### src/core/vadc_pkg.sv
// Package with register map, field layout, timing and carrier types for the voltage converter sequencer
package vadc_pkg;

	////////////////////////////////////////////////////////////////////////////
	// Register offsets
	localparam logic [7:0] ADDR_READING_2V5 = 8'h20;
	localparam logic [7:0] ADDR_READING_SUPPLY = 8'h21;
	localparam logic [7:0] ADDR_CONFIG_ONE = 8'h40;
	localparam logic [7:0] ADDR_STATUS = 8'h41;
	localparam logic [7:0] ADDR_LOW_LIMIT_2V5 = 8'h44;
	localparam logic [7:0] ADDR_HIGH_LIMIT_2V5 = 8'h45;
	localparam logic [7:0] ADDR_FAN1_MIN_HIGH = 8'h55;
	localparam logic [7:0] ADDR_CONFIG_TWO = 8'h73;

	////////////////////////////////////////////////////////////////////////////
	// Reset values
	localparam logic [7:0] RST_READING = 8'h00;
	localparam logic [7:0] RST_CONFIG_ONE = 8'h00;
	localparam logic [7:0] RST_LOW_LIMIT = 8'h00;
	localparam logic [7:0] RST_HIGH_LIMIT = 8'hff;
	localparam logic [7:0] RST_FAN1_MIN_HIGH = 8'h00;
	localparam logic [7:0] RST_CONFIG_TWO = 8'h00;
	localparam logic [7:0] RST_STATUS = 8'h00;

	////////////////////////////////////////////////////////////////////////////
	// Field positions
	localparam int unsigned BIT_SUPPLY_FIVE_VOLT = 7;
	localparam int unsigned BIT_AVERAGING_OFF = 4;
	localparam int unsigned BIT_ATTEN_BYPASS = 5;
	localparam int unsigned BIT_SINGLE_CHANNEL = 6;
	localparam int unsigned CHAN_SEL_MSB = 7;
	localparam int unsigned CHAN_SEL_LSB = 5;
	localparam int unsigned BIT_STATUS_LOW = 0;
	localparam int unsigned BIT_STATUS_HIGH = 1;

	////////////////////////////////////////////////////////////////////////////
	// Converter
	localparam int unsigned CODE_WIDTH = 10;
	localparam logic [9:0] CODE_NOMINAL = 10'h300;
	localparam int unsigned AVG_LOG2 = 4;
	localparam logic [3:0] AVG_LAST = 4'hf;
	localparam logic [2:0] CHAN_INPUT_2V5 = 3'h0;
	localparam logic [2:0] CHAN_SUPPLY = 3'h2;

	////////////////////////////////////////////////////////////////////////////
	// Timing
	localparam int unsigned CLK_PERIOD_NS = 100;
	localparam int unsigned CONV_TIME_NS = 711000;
	localparam int unsigned MEAS_TIME_NS = 11380000;
	localparam int unsigned CONV_CYCLES = CONV_TIME_NS / CLK_PERIOD_NS;

	////////////////////////////////////////////////////////////////////////////
	// Carriers
	typedef struct packed {
		logic valid;
		logic first;
		logic [7:0] data;
	} host_wr_t;

	typedef struct packed {
		logic start;
		logic [2:0] muxSel;
		logic attenBypass;
		logic supplyFiveVolt;
	} adc_ctrl_t;

	typedef enum logic [1:0] {
		SEQ_IDLE = 2'b00,
		SEQ_CONVERT = 2'b01,
		SEQ_STORE = 2'b11
	} seq_state_t;

endpackage : vadc_pkg

### src/core/avg_accum.sv
// Accumulator that sums converter samples for averaging
`timescale 1ns/1ps
`default_nettype none

module avg_accum #(
	parameter int unsigned W = 10,
	parameter int unsigned N_LOG2 = 4
) (
	// Clock and reset
	input wire logic clk_sys,
	input wire logic rst,
	// Control
	input wire logic clear,
	input wire logic addEn,
	input wire logic [W-1:0] sample,
	// Result
	output logic [W+N_LOG2-1:0] sum
);

	logic [W+N_LOG2-1:0] sum_q;
	logic [W+N_LOG2-1:0] sum_d;
	logic [W+N_LOG2-1:0] base;

	// Clear and add in one cycle restarts the sum with this sample
	assign base = clear ? '0 : sum_q;
	assign sum_d = addEn ? base + {{N_LOG2{1'b0}}, sample} : base;
	assign sum = sum_d;

	always_ff @(posedge clk_sys) begin
		if (rst) begin
			sum_q <= '0;
		end else begin
			sum_q <= sum_d;
		end
	end

endmodule : avg_accum

`default_nettype wire

### src/core/voltage_adc_sequencer.sv
// Sequencer, averaging, 2.5 V limit check and register file for the voltage converter channels
`timescale 1ns/1ps
`default_nettype none

module voltage_adc_sequencer #(
	parameter int unsigned CONV_CYCLES = vadc_pkg::CONV_CYCLES
) (
	// Clock and reset
	input wire logic clk_sys,
	input wire logic rst,
	// Host register port, bytes after the serial front end
	input wire vadc_pkg::host_wr_t hostWr,
	input wire logic rdStrobe,
	output logic [7:0] rdData,
	output logic rdValid,
	// Converter macro
	input wire logic [9:0] adcCode,
	output vadc_pkg::adc_ctrl_t adcCtrl,
	// Open-drain alert, enable high pulls the line low
	output logic alertOe
);

	////////////////////////////////////////////////////////////////////////////
	// Declarations
	logic [9:0] codeMeta_q;
	logic [9:0] codeSync_q;
	logic [7:0] pointer_q;
	logic [7:0] pointer_d;
	logic [7:0] reading2v5_q;
	logic [7:0] reading2v5_d;
	logic [7:0] readingSupply_q;
	logic [7:0] readingSupply_d;
	logic [7:0] configOne_q;
	logic [7:0] configOne_d;
	logic [7:0] configTwo_q;
	logic [7:0] configTwo_d;
	logic [7:0] lowLimit_q;
	logic [7:0] lowLimit_d;
	logic [7:0] highLimit_q;
	logic [7:0] highLimit_d;
	logic [7:0] fanMinHigh_q;
	logic [7:0] fanMinHigh_d;
	logic [7:0] status_q;
	logic [7:0] status_d;
	logic [7:0] rdData_q;
	logic [7:0] rdData_d;
	logic rdValid_q;
	logic alert_q;
	logic alert_d;
	logic violation_q;
	logic violation_d;
	vadc_pkg::seq_state_t state_q;
	vadc_pkg::seq_state_t state_d;
	logic [12:0] convCnt_q;
	logic [12:0] convCnt_d;
	logic [3:0] sampleCnt_q;
	logic [3:0] sampleCnt_d;
	logic [2:0] chan_q;
	logic [2:0] chan_d;
	vadc_pkg::adc_ctrl_t adcCtrl_q;
	vadc_pkg::adc_ctrl_t adcCtrl_d;
	logic [13:0] accumSum;

	////////////////////////////////////////////////////////////////////////////
	// Host write decode
	logic wrPointer;
	logic wrData;
	logic wrConfigOne;
	logic wrConfigTwo;
	logic wrLowLimit;
	logic wrHighLimit;
	logic wrFanMinHigh;

	assign wrPointer = hostWr.valid & hostWr.first;
	assign wrData = hostWr.valid & ~hostWr.first;
	assign wrConfigOne = wrData & (pointer_q == vadc_pkg::ADDR_CONFIG_ONE);
	assign wrConfigTwo = wrData & (pointer_q == vadc_pkg::ADDR_CONFIG_TWO);
	assign wrLowLimit = wrData & (pointer_q == vadc_pkg::ADDR_LOW_LIMIT_2V5);
	assign wrHighLimit = wrData & (pointer_q == vadc_pkg::ADDR_HIGH_LIMIT_2V5);
	assign wrFanMinHigh = wrData & (pointer_q == vadc_pkg::ADDR_FAN1_MIN_HIGH);

	assign pointer_d = wrPointer ? hostWr.data : pointer_q;
	assign configOne_d = wrConfigOne ? hostWr.data : configOne_q;
	assign configTwo_d = wrConfigTwo ? hostWr.data : configTwo_q;
	assign lowLimit_d = wrLowLimit ? hostWr.data : lowLimit_q;
	assign highLimit_d = wrHighLimit ? hostWr.data : highLimit_q;
	assign fanMinHigh_d = wrFanMinHigh ? hostWr.data : fanMinHigh_q;

	////////////////////////////////////////////////////////////////////////////
	// Configuration fields
	logic averagingOff;
	logic attenBypass;
	logic singleChannel;
	logic supplyFiveVolt;
	logic [2:0] chanRequest;
	logic [2:0] singleChan;

	assign averagingOff = configTwo_q[vadc_pkg::BIT_AVERAGING_OFF];
	assign attenBypass = configTwo_q[vadc_pkg::BIT_ATTEN_BYPASS];
	assign singleChannel = configTwo_q[vadc_pkg::BIT_SINGLE_CHANNEL];
	assign supplyFiveVolt = configOne_q[vadc_pkg::BIT_SUPPLY_FIVE_VOLT];
	assign chanRequest = fanMinHigh_q[vadc_pkg::CHAN_SEL_MSB:vadc_pkg::CHAN_SEL_LSB];
	// Unlisted codes fall back to the 2.5 V input so the mux never floats
	assign singleChan = (chanRequest == vadc_pkg::CHAN_SUPPLY) ? vadc_pkg::CHAN_SUPPLY
		: vadc_pkg::CHAN_INPUT_2V5;

	////////////////////////////////////////////////////////////////////////////
	// Converter code capture
	// Code is held steady by the macro at sample time, so a plain two-stage capture is safe
	always_ff @(posedge clk_sys) begin
		if (rst) begin
			codeMeta_q <= '0;
			codeSync_q <= '0;
		end else begin
			codeMeta_q <= adcCode;
			codeSync_q <= codeMeta_q;
		end
	end

	////////////////////////////////////////////////////////////////////////////
	// Conversion sequencer
	logic convEnd;
	logic sampleTake;
	logic lastSample;
	logic [2:0] nextChan;

	assign convEnd = (state_q == vadc_pkg::SEQ_CONVERT) && (convCnt_q == 13'(CONV_CYCLES - 1));
	assign sampleTake = convEnd;
	// Averaging off stores every conversion, sixteen times faster
	assign lastSample = averagingOff | (sampleCnt_q == vadc_pkg::AVG_LAST);
	// Free-running mode alternates the two voltage channels through one mux
	assign nextChan = singleChannel ? singleChan
		: ((chan_q == vadc_pkg::CHAN_INPUT_2V5) ? vadc_pkg::CHAN_SUPPLY
		: vadc_pkg::CHAN_INPUT_2V5);

	always_comb begin
		state_d = state_q;
		convCnt_d = convCnt_q;
		sampleCnt_d = sampleCnt_q;
		chan_d = chan_q;
		unique case (state_q)
			vadc_pkg::SEQ_IDLE: begin
				state_d = vadc_pkg::SEQ_CONVERT;
				convCnt_d = '0;
				sampleCnt_d = '0;
				chan_d = singleChannel ? singleChan : vadc_pkg::CHAN_INPUT_2V5;
			end
			vadc_pkg::SEQ_CONVERT: begin
				if (convEnd) begin
					convCnt_d = '0;
					if (lastSample) begin
						state_d = vadc_pkg::SEQ_STORE;
					end else begin
						sampleCnt_d = sampleCnt_q + 4'h1;
					end
				end else begin
					convCnt_d = convCnt_q + 13'h1;
				end
			end
			vadc_pkg::SEQ_STORE: begin
				state_d = vadc_pkg::SEQ_CONVERT;
				sampleCnt_d = '0;
				chan_d = nextChan;
			end
			default: begin
				state_d = vadc_pkg::SEQ_IDLE;
			end
		endcase
	end

	////////////////////////////////////////////////////////////////////////////
	// Averaging
	logic accumClear;
	logic [9:0] averageCode;
	logic [9:0] resultCode;

	assign accumClear = (sampleCnt_q == 4'h0);

	avg_accum #(
		.W(vadc_pkg::CODE_WIDTH),
		.N_LOG2(vadc_pkg::AVG_LOG2)
	) u_accum (
		.clk_sys(clk_sys),
		.rst(rst),
		.clear(accumClear),
		.addEn(sampleTake),
		.sample(codeSync_q),
		.sum(accumSum)
	);

	// Sum of sixteen 10-bit codes cannot wrap, so the mean stays in 0..1023
	assign averageCode = accumSum[13:4];
	assign resultCode = averagingOff ? codeSync_q : averageCode;

	////////////////////////////////////////////////////////////////////////////
	// Reading update and limit compare
	logic storeNow;
	logic store2v5;
	logic storeSupply;
	logic [7:0] newReading;
	logic lowFault;
	logic highFault;
	logic [7:0] statusSet;
	logic statusRead;
	logic [7:0] statusClr;

	// Result latched in the cycle after the last sample, while the sum is still held
	assign storeNow = (state_q == vadc_pkg::SEQ_STORE);
	assign store2v5 = storeNow & (chan_q == vadc_pkg::CHAN_INPUT_2V5);
	assign storeSupply = storeNow & (chan_q == vadc_pkg::CHAN_SUPPLY);
	assign newReading = resultCode[9:2];

	assign reading2v5_d = store2v5 ? newReading : reading2v5_q;
	assign readingSupply_d = storeSupply ? newReading : readingSupply_q;

	assign lowFault = newReading < lowLimit_q;
	assign highFault = newReading > highLimit_q;

	always_comb begin
		statusSet = '0;
		statusSet[vadc_pkg::BIT_STATUS_LOW] = store2v5 & lowFault;
		statusSet[vadc_pkg::BIT_STATUS_HIGH] = store2v5 & highFault;
	end

	assign statusRead = rdStrobe & (pointer_q == vadc_pkg::ADDR_STATUS);
	assign statusClr = statusRead ? 8'hff : 8'h00;
	// A violation in the read cycle survives the clear
	assign status_d = (status_q & ~statusClr) | statusSet;

	// Live condition follows each new 2.5 V reading
	assign violation_d = store2v5 ? (lowFault | highFault) : violation_q;

	// Alert drops only on a status read with the condition gone
	assign alert_d = (|statusSet) | (alert_q & ~(statusRead & ~violation_q));

	////////////////////////////////////////////////////////////////////////////
	// Converter control outputs
	always_comb begin
		adcCtrl_d.start = (state_q == vadc_pkg::SEQ_CONVERT) && (convCnt_q == 13'h0);
		adcCtrl_d.muxSel = chan_q;
		// Attenuator engaged by default so nominal input lands near CODE_NOMINAL
		adcCtrl_d.attenBypass = attenBypass;
		adcCtrl_d.supplyFiveVolt = supplyFiveVolt;
	end

	////////////////////////////////////////////////////////////////////////////
	// Register read
	logic [7:0] rdMux;

	always_comb begin
		unique case (pointer_q)
			vadc_pkg::ADDR_READING_2V5: rdMux = reading2v5_q;
			vadc_pkg::ADDR_READING_SUPPLY: rdMux = readingSupply_q;
			vadc_pkg::ADDR_CONFIG_ONE: rdMux = configOne_q;
			vadc_pkg::ADDR_STATUS: rdMux = status_q;
			vadc_pkg::ADDR_LOW_LIMIT_2V5: rdMux = lowLimit_q;
			vadc_pkg::ADDR_HIGH_LIMIT_2V5: rdMux = highLimit_q;
			vadc_pkg::ADDR_FAN1_MIN_HIGH: rdMux = fanMinHigh_q;
			vadc_pkg::ADDR_CONFIG_TWO: rdMux = configTwo_q;
			default: rdMux = 8'h00;
		endcase
	end

	assign rdData_d = rdStrobe ? rdMux : rdData_q;

	////////////////////////////////////////////////////////////////////////////
	// State registers
	always_ff @(posedge clk_sys) begin
		if (rst) begin
			pointer_q <= 8'h00;
			configOne_q <= vadc_pkg::RST_CONFIG_ONE;
			configTwo_q <= vadc_pkg::RST_CONFIG_TWO;
			lowLimit_q <= vadc_pkg::RST_LOW_LIMIT;
			highLimit_q <= vadc_pkg::RST_HIGH_LIMIT;
			fanMinHigh_q <= vadc_pkg::RST_FAN1_MIN_HIGH;
			reading2v5_q <= vadc_pkg::RST_READING;
			readingSupply_q <= vadc_pkg::RST_READING;
			status_q <= vadc_pkg::RST_STATUS;
			violation_q <= 1'b0;
			alert_q <= 1'b0;
		end else begin
			pointer_q <= pointer_d;
			configOne_q <= configOne_d;
			configTwo_q <= configTwo_d;
			lowLimit_q <= lowLimit_d;
			highLimit_q <= highLimit_d;
			fanMinHigh_q <= fanMinHigh_d;
			reading2v5_q <= reading2v5_d;
			readingSupply_q <= readingSupply_d;
			status_q <= status_d;
			violation_q <= violation_d;
			alert_q <= alert_d;
		end
	end

	always_ff @(posedge clk_sys) begin
		if (rst) begin
			state_q <= vadc_pkg::SEQ_IDLE;
			convCnt_q <= '0;
			sampleCnt_q <= '0;
			chan_q <= vadc_pkg::CHAN_INPUT_2V5;
			adcCtrl_q <= '0;
			rdData_q <= 8'h00;
			rdValid_q <= 1'b0;
		end else begin
			state_q <= state_d;
			convCnt_q <= convCnt_d;
			sampleCnt_q <= sampleCnt_d;
			chan_q <= chan_d;
			adcCtrl_q <= adcCtrl_d;
			rdData_q <= rdData_d;
			rdValid_q <= rdStrobe;
		end
	end

	////////////////////////////////////////////////////////////////////////////
	// Outputs
	assign rdData = rdData_q;
	assign rdValid = rdValid_q;
	assign adcCtrl = adcCtrl_q;
	assign alertOe = alert_q;

endmodule : voltage_adc_sequencer

`default_nettype wire

### config.mk
export PLATFORM = sky130hd
export DESIGN_NAME = voltage_adc_sequencer
export DESIGN_NICKNAME = d
export VERILOG_FILES = /design/src/core/vadc_pkg.sv /design/src/core/avg_accum.sv /design/src/core/voltage_adc_sequencer.sv
export SDC_FILE = /design/constraint.sdc
export NUM_CORES = 1
export LEC_CHECK = 0
export BUFFER_PORTS_ARGS = -buffer_cell sky130_fd_sc_hd__buf_2
export CAP_MARGIN = 20
export CORE_MARGIN = 2
export CORE_UTILIZATION = 54
export CTS_CLUSTER_SIZE = 25
export DETAILED_ROUTE_END_ITERATION = 12
export HOLD_SLACK_MARGIN = 0.1
export PLACE_DENSITY = 0.78
export SKIP_CTS_REPAIR_TIMING = 1
export SLEW_MARGIN = 20
export SYNTH_ARGS = -nofsm -noshare
export SYNTH_HDL_FRONTEND = slang
export SYNTH_SLANG_ARGS = --single-unit
### constraint.sdc
create_clock -name clk_sys -period 5.25 [get_ports clk_sys]
set_clock_uncertainty 0.05 [all_clocks]
set_input_delay 0.2625 -clock clk_sys [delete_from_list [all_inputs] [get_ports clk_sys]]
set_output_delay 0.2625 -clock clk_sys [all_outputs]
set_load 0.03 [all_outputs]
==> qor.txt, run 1 <==
===============================================================================================
Number of nets in the layout                                                                868
Cell Rows                                                                                    40
Antenna-violating nets left                                                                   0
DP HPWL                                                                                11730 um
Height of the die                                                                      116.1 um
# fillers                                                                                   987
DRC errors left                                                                               0
Clock network latency to the later pin of the worst-skew pair                           0.43 ns
Async SR Flop Fraction                                                                       0%
Die area                                                                              13470 um2
Number of synthesized register bits                                                         141
Power density cells                                                                316.9 nW/um2
Slew at the pin closest to its max-slew limit                                         0.8721 ns
Critical-path maximum fanout                                                                  9
Via total after detailed routing                                                           5840
Peak supply drop                                                                    0.0002512 V
Final critical-path required period                                                    4.824 ns
Leading cell type in the layout, fill and taps excluded                            sky130_fd_sc_hd__dfxtp_1
Number of DRC markers after the initial detailed-route iteration                            485
Slew headroom                                                                            41.86%
GP Congestion                                                                            0.9741
Average wire per standard cell                                                         17.30 um
Num Clock Sinks                                                                             141
Horizontal die dimension                                                               116.1 um
Floorplan Core Area                                                                   12110 um2
Run status                                                                            completed
Vias per inst                                                                             5.893
Crit end category                                                                          flop
Clock buffer depth                                                                            2
Sum of routed wire length over all layers                                              17140 um
I/O pin cnt                                                                                  39
Vias in the first global route                                                             5452
Maximum number of pins on one net before global-route repair                                 87
Port Buffer Count                                                                            36
Final setup fails                                                                             0
Critical path start-end classification                                             flop to flop
Final setup TNS                                                                            0 ns
Max-cap violations                                                                            0
Element type at the critical path start                                                    flop
Most used DFF post-synth                                                           sky130_fd_sc_hd__dfxtp_1
CTS tree                                                                                    yes
Upper clock frequency limit                                                          0.2073 GHz
Antenna violations before repair                                                              0
Clock tree root driver cell                                                        sky130_fd_sc_hd__clkbuf_16
Path type of the worst min-delay path                                              input pin to flop
Cell Area, Synth                                                                       6782 um2
Setup repair after global routing missed its margin                                          no
Number of diodes added for antenna fixing                                                     0
Per-instance average area after synthesis                                             8.694 um2
Starting Density                                                                         55.99%
Endpoint required time on the critical path                                             5.47 ns
Clock input transition at the sequential cells of the worst setup and hold paths        0.06 ns
Most frequent cells in the layout                                                  sky130_fd_sc_hd__dfxtp_1, sky130_fd_sc_hd__nor2_1, sky130_fd_sc_hd__mux2i_1
Yosys warns                                                                                   0
Post-synth EDFFs                                                                              0
Leakage Power                                                                          3.417 nW
Arrival time reported for the critical path endpoint                                    5.05 ns
Cts bufs inserted                                                                            17
Total overflow reported by the global router                                                  0
Synthesized instance count                                                                  780
Yosys cell types                                                                             56
Worst hold slack                                                                      0.1091 ns
Fraction of layout cells with a size suffix above 1                                      9.721%
Drt pass-1 iters                                                                              5
Area added between synthesis and finish                                                  14.65%
H-tree levels                                                                                 4
Final period util                                                                        91.88%
Final hold violation count                                                                    0
First-pass GRT wire length                                                             27140 um
Total global-route track usage                                                           26.07%
Sequential share of the synthesized area                                                 41.62%
Final number of max-transition violations                                                     0
===============================================================================================
-- worst max-delay path: stages (launching register included) --
cell and delay, ns:
sky130_fd_sc_hd__dfxtp_1 0.37, sky130_fd_sc_hd__inv_1 0.08, sky130_fd_sc_hd__ha_1 0.21, sky130_fd_sc_hd__or3b_1 0.33
sky130_fd_sc_hd__and2_1 0.20, sky130_fd_sc_hd__ha_1 0.17, sky130_fd_sc_hd__inv_1 0.06, sky130_fd_sc_hd__fa_1 0.38
sky130_fd_sc_hd__nand2b_1 0.21, sky130_fd_sc_hd__a211oi_1 0.48, sky130_fd_sc_hd__o31ai_1 0.20, sky130_fd_sc_hd__or3_1 0.37
sky130_fd_sc_hd__a41oi_2 0.30, sky130_fd_sc_hd__ha_1 0.31, sky130_fd_sc_hd__o21a_1 0.11, sky130_fd_sc_hd__o21a_1 0.16
sky130_fd_sc_hd__o21bai_1 0.12, sky130_fd_sc_hd__a21oi_1 0.10, sky130_fd_sc_hd__a311oi_1 0.33, sky130_fd_sc_hd__a21oi_1 0.12
-- final cells by class --
type	instances	area, um2	area share [%]
inverter	30	112.6	1.448
sequential	141	2823	36.31
multi-input combinational	570	3704	47.63
clock buffer	18	439.2	5.649
timing repair buffer	51	320.3	4.120
clock inverter	13	166.4	2.140
tap	168	210.2	2.704
-- Yosys cell counts, drive strengths merged, types with 14 or more instances --
cell type	instances	area, um2
nand2	57	214.0
ha	33	412.9
o22ai	16	100.1
o21ai	25	125.1
clkbuf	31	116.4
a21oi	62	310.3
inv	29	108.9
nand2b	14	87.58
nor2	95	356.6
nand3	20	100.1
dfxtp	141	2823
mux2i	64	640.6
and3	16	100.1
nor2b	27	168.9
-- registers in the layout, indices dropped and copies added, names as in the netlist, 10 cells and up --
signal,flops
codeMeta_q,10
codeSync_q,10
convCnt_q,13
u_accum.sum_q,14
-- metal layers --
metal	up-vias	wire length, um	GRT usage [%]
li1	2831	-	-
met1	2742	7470	34.62
met4	0	417	11.75
met2	235	8095	41.29
met3	32	1160	5.073
met5	-	0	0
-- through the flow --
step                instance area [um2]  utilization (%)  power (mW)  setup slack [ns]  cells
CTS                                7661            63.25       2.457            0.3601    981
global route                       7775            64.19       2.527           0.07226    991
global placement                   7056            58.25       1.229            0.6469    950
finish                             7775            64.19       2.464            0.4261    991
detailed placement                 7056            58.25       1.234            0.4092    950
floorplan                          6785                -       1.197            0.8229    781
-- final timing paths --
path	start	endpoint	slack [ns]	cells after the start
min	hostWr[2]	pointer_q[2]$_SDFFE_PP0P_	0.11	3
min reg2reg	codeMeta_q[8]$_SDFF_PP0_	codeSync_q[8]$_SDFF_PP0_	0.39	1
max reg2reg	sampleCnt_q[0]$_SDFFE_PP0P_	alertOe$_SDFF_PP0_	0.43	19
max	sampleCnt_q[0]$_SDFFE_PP0P_	alertOe$_SDFF_PP0_	0.43	19
-- power breakdown --
group          switching (mW)  total (mW)  internal, mW
Clock                   0.485        1.24         0.759
Sequential            0.00982        1.09          1.08
Combinational          0.0838       0.126        0.0423
Total                   0.578        2.46          1.89
-- cells by family (layout without fill, tap and decap cells) --
group / after synthesis / count (layout) / share of synthesized area [%]
AND/OR/NAND/NOR: 282 / 282 / 20.33
AO/OA/AOI/OAI: 182 / 182 / 17.36
flip-flops: 141 / 141 / 41.62
buffers and inverters: 70 / 112 / 4.022
multiplexers: 64 / 64 / 9.446
adder cells (fa/ha/maj): 34 / 34 / 6.384
XOR/XNOR: 6 / 6 / 0.7750
other: 1 / 2 / 0.05530
(Power assumes the default switching activity.)
==> run 2, diff against run 1 <==
- CELL_PAD_IN_SITES_DETAIL_PLACEMENT: default -> 1
- CELL_PAD_IN_SITES_GLOBAL_PLACEMENT: default -> 1
- CORE_UTILIZATION: 54 -> 42
- CTS_BUF_LIST: default -> sky130_fd_sc_hd__clkbuf_16
- PLACE_DENSITY: 0.78 -> 0.82
- clock period: 5.25 -> 4.23 ns (I/O delays scaled with it)
==> run 2 against run 1 <==
Clock power grew 21%. Setup slack got worse by 0.62 ns. Final cell count up 8.8%. Largest cell class unchanged. Sequential share of layout area fell by 2.6 points. First-iteration DRC count is 14% lower. Register-to-register slack worse by 0.62 ns. Critical path depth decreased by 2. The flow now finishes with violations (negative setup slack). Combinational power rose by 38%. Non-clock buffer count increased by 40. Count of clock-buffer cells in the layout shrank 1. Fmax increased by 9.0%. Die area up 28%.
==> qor.txt, run 2 (same netlist as run 1, synthesis figures left out) <==
===============================================================================================
Bufs and invs on worst path                                                                   1   -1
Crit end category                                                                          flop
Cell-by-cell trace of the critical path                                            inv_2 -> ha_4 -> or3b_4 -> and2_1 -> ha_2 -> nand4b_1 -> and2_2 -> o311ai_4 -> a21o_1 -> a31oi_4 -> ha_1 -> a21o_1 -> a21o_1 -> a211oi_2 -> o31a_1 -> a311oi_2 -> a21oi_1
Height of the die                                                                      131.1 um   +13%
DP HPWL                                                                                13070 um   +11%
Port Buffer Count                                                                            36   unchanged
Final hold violation count                                                                    0   unchanged
Final critical-path required period                                                    4.426 ns   -0.3976 ns
Die area                                                                              17180 um2   +28%
Element type at the critical path start                                                    flop
Total global-route track usage                                                           23.86%   -2.2 points
Final number of max-transition violations                                                     0   unchanged
Power density cells                                                                362.4 nW/um2   +14%
Sum of routed wire length over all layers                                              22010 um   +28%
Peak supply drop                                                                    0.0002745 V   +9.3%
Delay-heaviest family, CP                                                          compound AO/OA/AOI/OAI gates
Critical Path Max Stage Delay                                                           0.45 ns   -0.03 ns
Violated checks                                                                    negative setup slack
Most used cell, CP                                                                 sky130_fd_sc_hd__a21o_1
Clock input transition at the sequential cells of the worst setup and hold paths        0.07 ns   about the same
Area after detailed placement                                                          7356 um2   +4.3%
Area added between synthesis and finish                                                  23.67%
Flip-flop count of the largest register, all copies and words added                          14   unchanged
Least setup slack across all paths after layout                                      -0.1963 ns   -0.6224 ns
Slew at the pin closest to its max-slew limit                                         0.8775 ns   +0.005363 ns
Post-route cell area                                                                   8387 um2   +7.9%
Most frequent cells in the layout                                                  sky130_fd_sc_hd__dfxtp_1, sky130_fd_sc_hd__nor2_1, sky130_fd_sc_hd__mux2i_1
Critical-path maximum fanout                                                                  8   -1
Endpoint required time on the critical path                                             4.52 ns   -0.95 ns
Leading cell type in the layout, fill and taps excluded                            sky130_fd_sc_hd__dfxtp_1
Fraction of layout cells with a size suffix above 1                                      17.63%   +7.9 points
Upper clock frequency limit                                                          0.2259 GHz   +9.0%
Fin cells                                                                                  1078   +8.8%
Max stage delay cell, worst path                                                   sky130_fd_sc_hd__or3b_4
Path type of the worst min-delay path                                              input pin to flop
Final core utilization                                                                   52.99%   -11 points
CTS tree                                                                                    yes
Number of DRC markers after the initial detailed-route iteration                            419   -14%
Number of nets in the layout                                                                908   +4.6%
Number of diodes added for antenna fixing                                                     0   unchanged
I/O pin cnt                                                                                  39   unchanged
Largest register by flop count                                                     u_accum.sum_q
Critical path start-end classification                                             flop to flop
Leakage Power                                                                          3.680 nW   +7.7%
Arrival time reported for the critical path endpoint                                    4.71 ns   -0.34 ns
# fillers                                                                                  1850   +87%
Num Clock Sinks                                                                             141   unchanged
DRC errors left                                                                               0   unchanged
Run status                                                                         finished, violations left
Max-cap violations                                                                            0   unchanged
Drt pass-1 iters                                                                              6   +1
Setup repair after global routing missed its margin                                         yes
Via total after detailed routing                                                           6275   +7.4%
Vias per inst                                                                             5.821   -1.2%
Horizontal die dimension                                                               131.1 um   +13%
Slew headroom                                                                            41.50%   -0.36 points
Worst slack at placement                                                             -0.1534 ns   -0.5626 ns
Final period util                                                                        104.6%   +13 points
Antenna violations before repair                                                              0   unchanged
Clock buffer depth                                                                            2   unchanged
First-pass GRT wire length                                                             31550 um   +16%
Maximum number of pins on one net before global-route repair                                 81   -6.9%
Pwr Total                                                                              3.040 mW   +23%
Cell Rows                                                                                    46   +15%
Sequential cell area in the final layout                                               2825 um2   about the same
H-tree levels                                                                                 4   unchanged
Cts bufs inserted                                                                            17   unchanged
Number of placed instances, taps included                                                  1025   +7.9%
Total overflow reported by the global router                                                  0   unchanged
Largest registers                                                                  u_accum.sum_q (14), convCnt_q (13)
Clock network latency to the later pin of the worst-skew pair                           0.44 ns   about the same
Starting Density                                                                         42.85%   -13 points
Area of the multi-input gates                                                          3964 um2   +7.0%
GP Congestion                                                                            0.8690   -11%
Antenna-violating nets left                                                                   0   unchanged
Final setup fails                                                                             3   +3
Floorplan Core Area                                                                   15830 um2   +31%
Average wire per standard cell                                                         20.42 um   +18%
Clock tree root driver cell                                                        sky130_fd_sc_hd__clkbuf_16
Vias in the first global route                                                             6115   +12%
===============================================================================================
[run 2: changes by cell type in the layout (fill, tap and decap cells not counted), moves of 3 or more]
cell	change
sky130_fd_sc_hd__buf_4	+34
sky130_fd_sc_hd__a21oi_1	-9
sky130_fd_sc_hd__a21oi_2	+9
sky130_fd_sc_hd__ha_1	-8
sky130_fd_sc_hd__dlygate4sd3_1	+6
sky130_fd_sc_hd__ha_4	+6
sky130_fd_sc_hd__a31oi_1	-3
sky130_fd_sc_hd__a31oi_4	+3
sky130_fd_sc_hd__and2_1	-3
sky130_fd_sc_hd__clkinvlp_4	-3
sky130_fd_sc_hd__o31ai_1	-3
sky130_fd_sc_hd__o31ai_2	+3
[run 2: final cells by class]
class | count | area share (%)
Tap cell | 216 | 3.222
Sequential cell | 141 | 33.69
Inverter | 30 | 1.343
Multi-Input combinational cell | 570 | 47.26
Timing Repair Buffer | 91 | 7.579
Clock buffer | 17 | 5.072
Clock inverter | 13 | 1.835
[run 2: power by group]
group          leakage [nW]  switching (mW)  internal [mW]
Sequential             1.14          0.0160           1.35
Clock                 0.294           0.589          0.915
Combinational          2.24           0.113         0.0614
Total                  3.68           0.718           2.32
[run 2: path summary, 6_finish.rpt]
check,from,endpoint,slack (ns),cells past startpoint
worst max-delay path,sampleCnt_q[1]$_SDFFE_PP0P_,violation_q$_SDFFE_PP0P_,-0.20,17
worst min-delay path,rdStrobe,rdValid$_SDFF_PP0_,0.09,2
worst max register to register,sampleCnt_q[1]$_SDFFE_PP0P_,violation_q$_SDFFE_PP0P_,-0.20,17
worst min register to register,codeMeta_q[9]$_SDFF_PP0_,codeSync_q[9]$_SDFF_PP0_,0.40,1
[run 2: layer usage]
metal / global-route usage, % / vias up / share of wire [%]
met1: 30.70 / 3135 / 43
met2: 38.92 / 181 / 49
met4: 9.074 / 0 / 2.7
met3: 5.682 / 54 / 4.8
li1: - / 2905 / -
met5: 0 / - / 0
[run 2: metrics by stage]
step           hold slack (ns)  TNS, ns
4_1_cts               -0.06517  -0.7484
5_1_grt                 0.1088  -0.9221
2_1_floorplan           0.2866        0
6_report               0.08528  -0.4453
3_5_place_dp            0.3780  -0.4268
3_3_place_gp            0.3672        0
[run 2: worst reg2reg max path, cell delays in order (launching register included)]
cell,delay [ns]
sky130_fd_sc_hd__dfxtp_2,0.33
sky130_fd_sc_hd__inv_2,0.07
sky130_fd_sc_hd__ha_4,0.13
sky130_fd_sc_hd__or3b_4,0.45
sky130_fd_sc_hd__and2_1,0.22
sky130_fd_sc_hd__ha_2,0.38
sky130_fd_sc_hd__nand4b_1,0.16
sky130_fd_sc_hd__and2_2,0.28
sky130_fd_sc_hd__o311ai_4,0.33
sky130_fd_sc_hd__a21o_1,0.24
sky130_fd_sc_hd__a31oi_4,0.13
sky130_fd_sc_hd__ha_1,0.35
sky130_fd_sc_hd__a21o_1,0.19
sky130_fd_sc_hd__a21o_1,0.19
sky130_fd_sc_hd__a211oi_2,0.31
sky130_fd_sc_hd__o31a_1,0.25
sky130_fd_sc_hd__a311oi_2,0.07
sky130_fd_sc_hd__a21oi_1,0.21
==> run 3, diff against run 2 <==
- CORE_MARGIN: 2 -> default
==> run 3 against run 2 <==
The flow still finishes with violations (negative setup slack). Register-to-register slack worse by 0.08 ns. Cell area is 0.21% lower. Wire length down 1.4%. Flip-flop and latch count did not move. Utilization shrank 0.11 points. Count of clock-buffer cells in the layout unchanged. Critical path type unchanged. Largest cell class unchanged.
==> qor.txt, run 3 (same netlist as run 1, synthesis figures left out) <==
===============================================================================================
Die area                                                                              16660 um2   -3.0%
Final number of max-transition violations                                                     0   unchanged
Vias per inst                                                                             5.736   -1.5%
Power density cells                                                                356.2 nW/um2   -1.7%
Critical-path maximum fanout                                                                  8   unchanged
Least setup slack across all paths after layout                                      -0.2774 ns   -0.08113 ns
I/O pin cnt                                                                                  39   unchanged
Antenna-violating nets left                                                                   0   unchanged
Worst hold slack                                                                     0.07720 ns   -0.008080 ns
Clock network latency to the later pin of the worst-skew pair                           0.43 ns   about the same
Path type of the worst min-delay path                                              input pin to flop
Largest registers                                                                  u_accum.sum_q (14), convCnt_q (13)
Violated checks                                                                    negative setup slack
Run status                                                                         finished, violations left
Clock input transition at the sequential cells of the worst setup and hold paths        0.06 ns   about the same
Pwr Total                                                                              2.981 mW   -1.9%
Setup repair after global routing missed its margin                                         yes
Critical path start-end classification                                             flop to flop
Arrival time reported for the critical path endpoint                                    4.74 ns   +0.03 ns
DRC errors left                                                                               0   unchanged
Cts bufs inserted                                                                            17   unchanged
Area added between synthesis and finish                                                  23.41%
Port Buffer Count                                                                            36   unchanged
Largest register by flop count                                                     u_accum.sum_q
Vias in the first global route                                                             5969   -2.4%
Via total after detailed routing                                                           6206   -1.1%
Final hold violation count                                                                    0   unchanged
Leading cell type in the layout, fill and taps excluded                            sky130_fd_sc_hd__dfxtp_1
Average wire per standard cell                                                         20.06 um   -1.8%
Slew at the pin closest to its max-slew limit                                         0.9433 ns   +0.06579 ns
H-tree levels                                                                                 4   unchanged
Antenna violations before repair                                                              0   unchanged
Final critical-path required period                                                    4.507 ns   +0.08113 ns
Clock buffer depth                                                                            2   unchanged
Most frequent cells in the layout                                                  sky130_fd_sc_hd__dfxtp_1, sky130_fd_sc_hd__nor2_1, sky130_fd_sc_hd__mux2i_1
GP Congestion                                                                            0.8218   -5.4%
Horizontal die dimension                                                               129.1 um   -1.5%
Max-cap violations                                                                            0   unchanged
Number of DRC markers after the initial detailed-route iteration                            458   +9.3%
Upper clock frequency limit                                                          0.2219 GHz   -1.8%
Fraction of layout cells with a size suffix above 1                                      16.97%   -0.66 points
Clock tree root driver cell                                                        sky130_fd_sc_hd__clkbuf_16
Total overflow reported by the global router                                                  0   unchanged
CTS tree                                                                                    yes
Cell Rows                                                                                    46   unchanged
Peak supply drop                                                                    0.0003114 V   +13%
Sum of routed wire length over all layers                                              21710 um   -1.4%
Worst slack at placement                                                             -0.1841 ns   -0.03064 ns
Number of nets in the layout                                                                911   +0.33%
Final core utilization                                                                   52.88%   -0.11 points
Floorplan Core Area                                                                   15830 um2   unchanged
Height of the die                                                                      129.1 um   -1.5%
Maximum number of pins on one net before global-route repair                                 68   -16%
First-pass GRT wire length                                                             30690 um   -2.7%
Flip-flop count of the largest register, all copies and words added                          14   unchanged
Num Clock Sinks                                                                             141   unchanged
Element type at the critical path start                                                    flop
Slew headroom                                                                            37.11%   -4.4 points
Leakage Power                                                                          3.656 nW   -0.65%
Total global-route track usage                                                           24.09%   +0.22 points
Drt pass-1 iters                                                                              5   -1
Starting Density                                                                         42.85%   unchanged
Final period util                                                                        106.6%   +1.9 points
Endpoint required time on the critical path                                             4.46 ns   -0.06 ns
Number of diodes added for antenna fixing                                                     0   unchanged
DP HPWL                                                                                13330 um   +2.0%
Crit end category                                                                          flop
Final setup fails                                                                             4   +1
===============================================================================================
[run 3: worst paths after layout]
kind | from | to | slack (ns) | cells past startpoint
setup / recovery | sampleCnt_q[0]$_SDFFE_PP0P_ | alertOe$_SDFF_PP0_ | -0.28 | 20
hold / removal | hostWr[8] | pointer_q[2]$_SDFFE_PP0P_ | 0.08 | 3
setup reg to reg | sampleCnt_q[0]$_SDFFE_PP0P_ | alertOe$_SDFF_PP0_ | -0.28 | 20
hold reg to reg | codeMeta_q[9]$_SDFF_PP0_ | codeSync_q[9]$_SDFF_PP0_ | 0.39 | 1
[run 3: final cells by class]
class | instances | area [um2]
inverters | 30 | 112.6
multi-input cells | 570 | 3939
repair buffers | 94 | 665.6
clock inverters | 14 | 131.4
flip-flops and latches | 141 | 2825
clock buffers | 17 | 425.4
well taps | 216 | 270.3
fillers | 1822 | 7458
[run 3: through the flow]
step | instance area, um2 | instances | TNS (ns)
final | 8369 | 1082 | -0.8130
after global routing | 8369 | 1082 | -1.483
after CTS | 7883 | 1052 | -0.8792
after detailed placement | 7326 | 1021 | -0.5245
after global placement | 7326 | 1021 | -0.02036
after floorplan | 6818 | 781 | 0
[run 3: routing by layer]
metal  part of all wire (%)  routed length, um  track usage [%]  up-vias
met5                      0                  0                0        -
met4                    3.4                740            9.481        0
met3                    4.9               1073            5.533       62
met2                     49              10640            39.17      183
met1                     43               9256            31.00     3045
li1                       -                  -                -     2916
[run 3: power breakdown]
group,total (mW),internal [mW],switching (mW)
sequential,1.36,1.35,0.0147
clock,1.45,0.852,0.595
combinational,0.175,0.0632,0.111
[run 3: critical path, cell delays in order, from the launching register on]
cell and delay (ns):
sky130_fd_sc_hd__dfxtp_2 0.34, sky130_fd_sc_hd__inv_2 0.05, sky130_fd_sc_hd__ha_4 0.15, sky130_fd_sc_hd__or3b_4 0.29, sky130_fd_sc_hd__and2_4 0.18, sky130_fd_sc_hd__ha_4 0.14, sky130_fd_sc_hd__inv_1 0.06, sky130_fd_sc_hd__fa_2 0.36
sky130_fd_sc_hd__nand2b_4 0.17, sky130_fd_sc_hd__a211oi_2 0.24, sky130_fd_sc_hd__buf_4 0.16, sky130_fd_sc_hd__o31ai_1 0.10, sky130_fd_sc_hd__or3_1 0.46, sky130_fd_sc_hd__a41oi_2 0.25, sky130_fd_sc_hd__buf_4 0.16, sky130_fd_sc_hd__ha_1 0.19
sky130_fd_sc_hd__a211o_1 0.19, sky130_fd_sc_hd__a21oi_1 0.07, sky130_fd_sc_hd__o31a_1 0.29, sky130_fd_sc_hd__a311oi_2 0.29, sky130_fd_sc_hd__a21oi_1 0.14
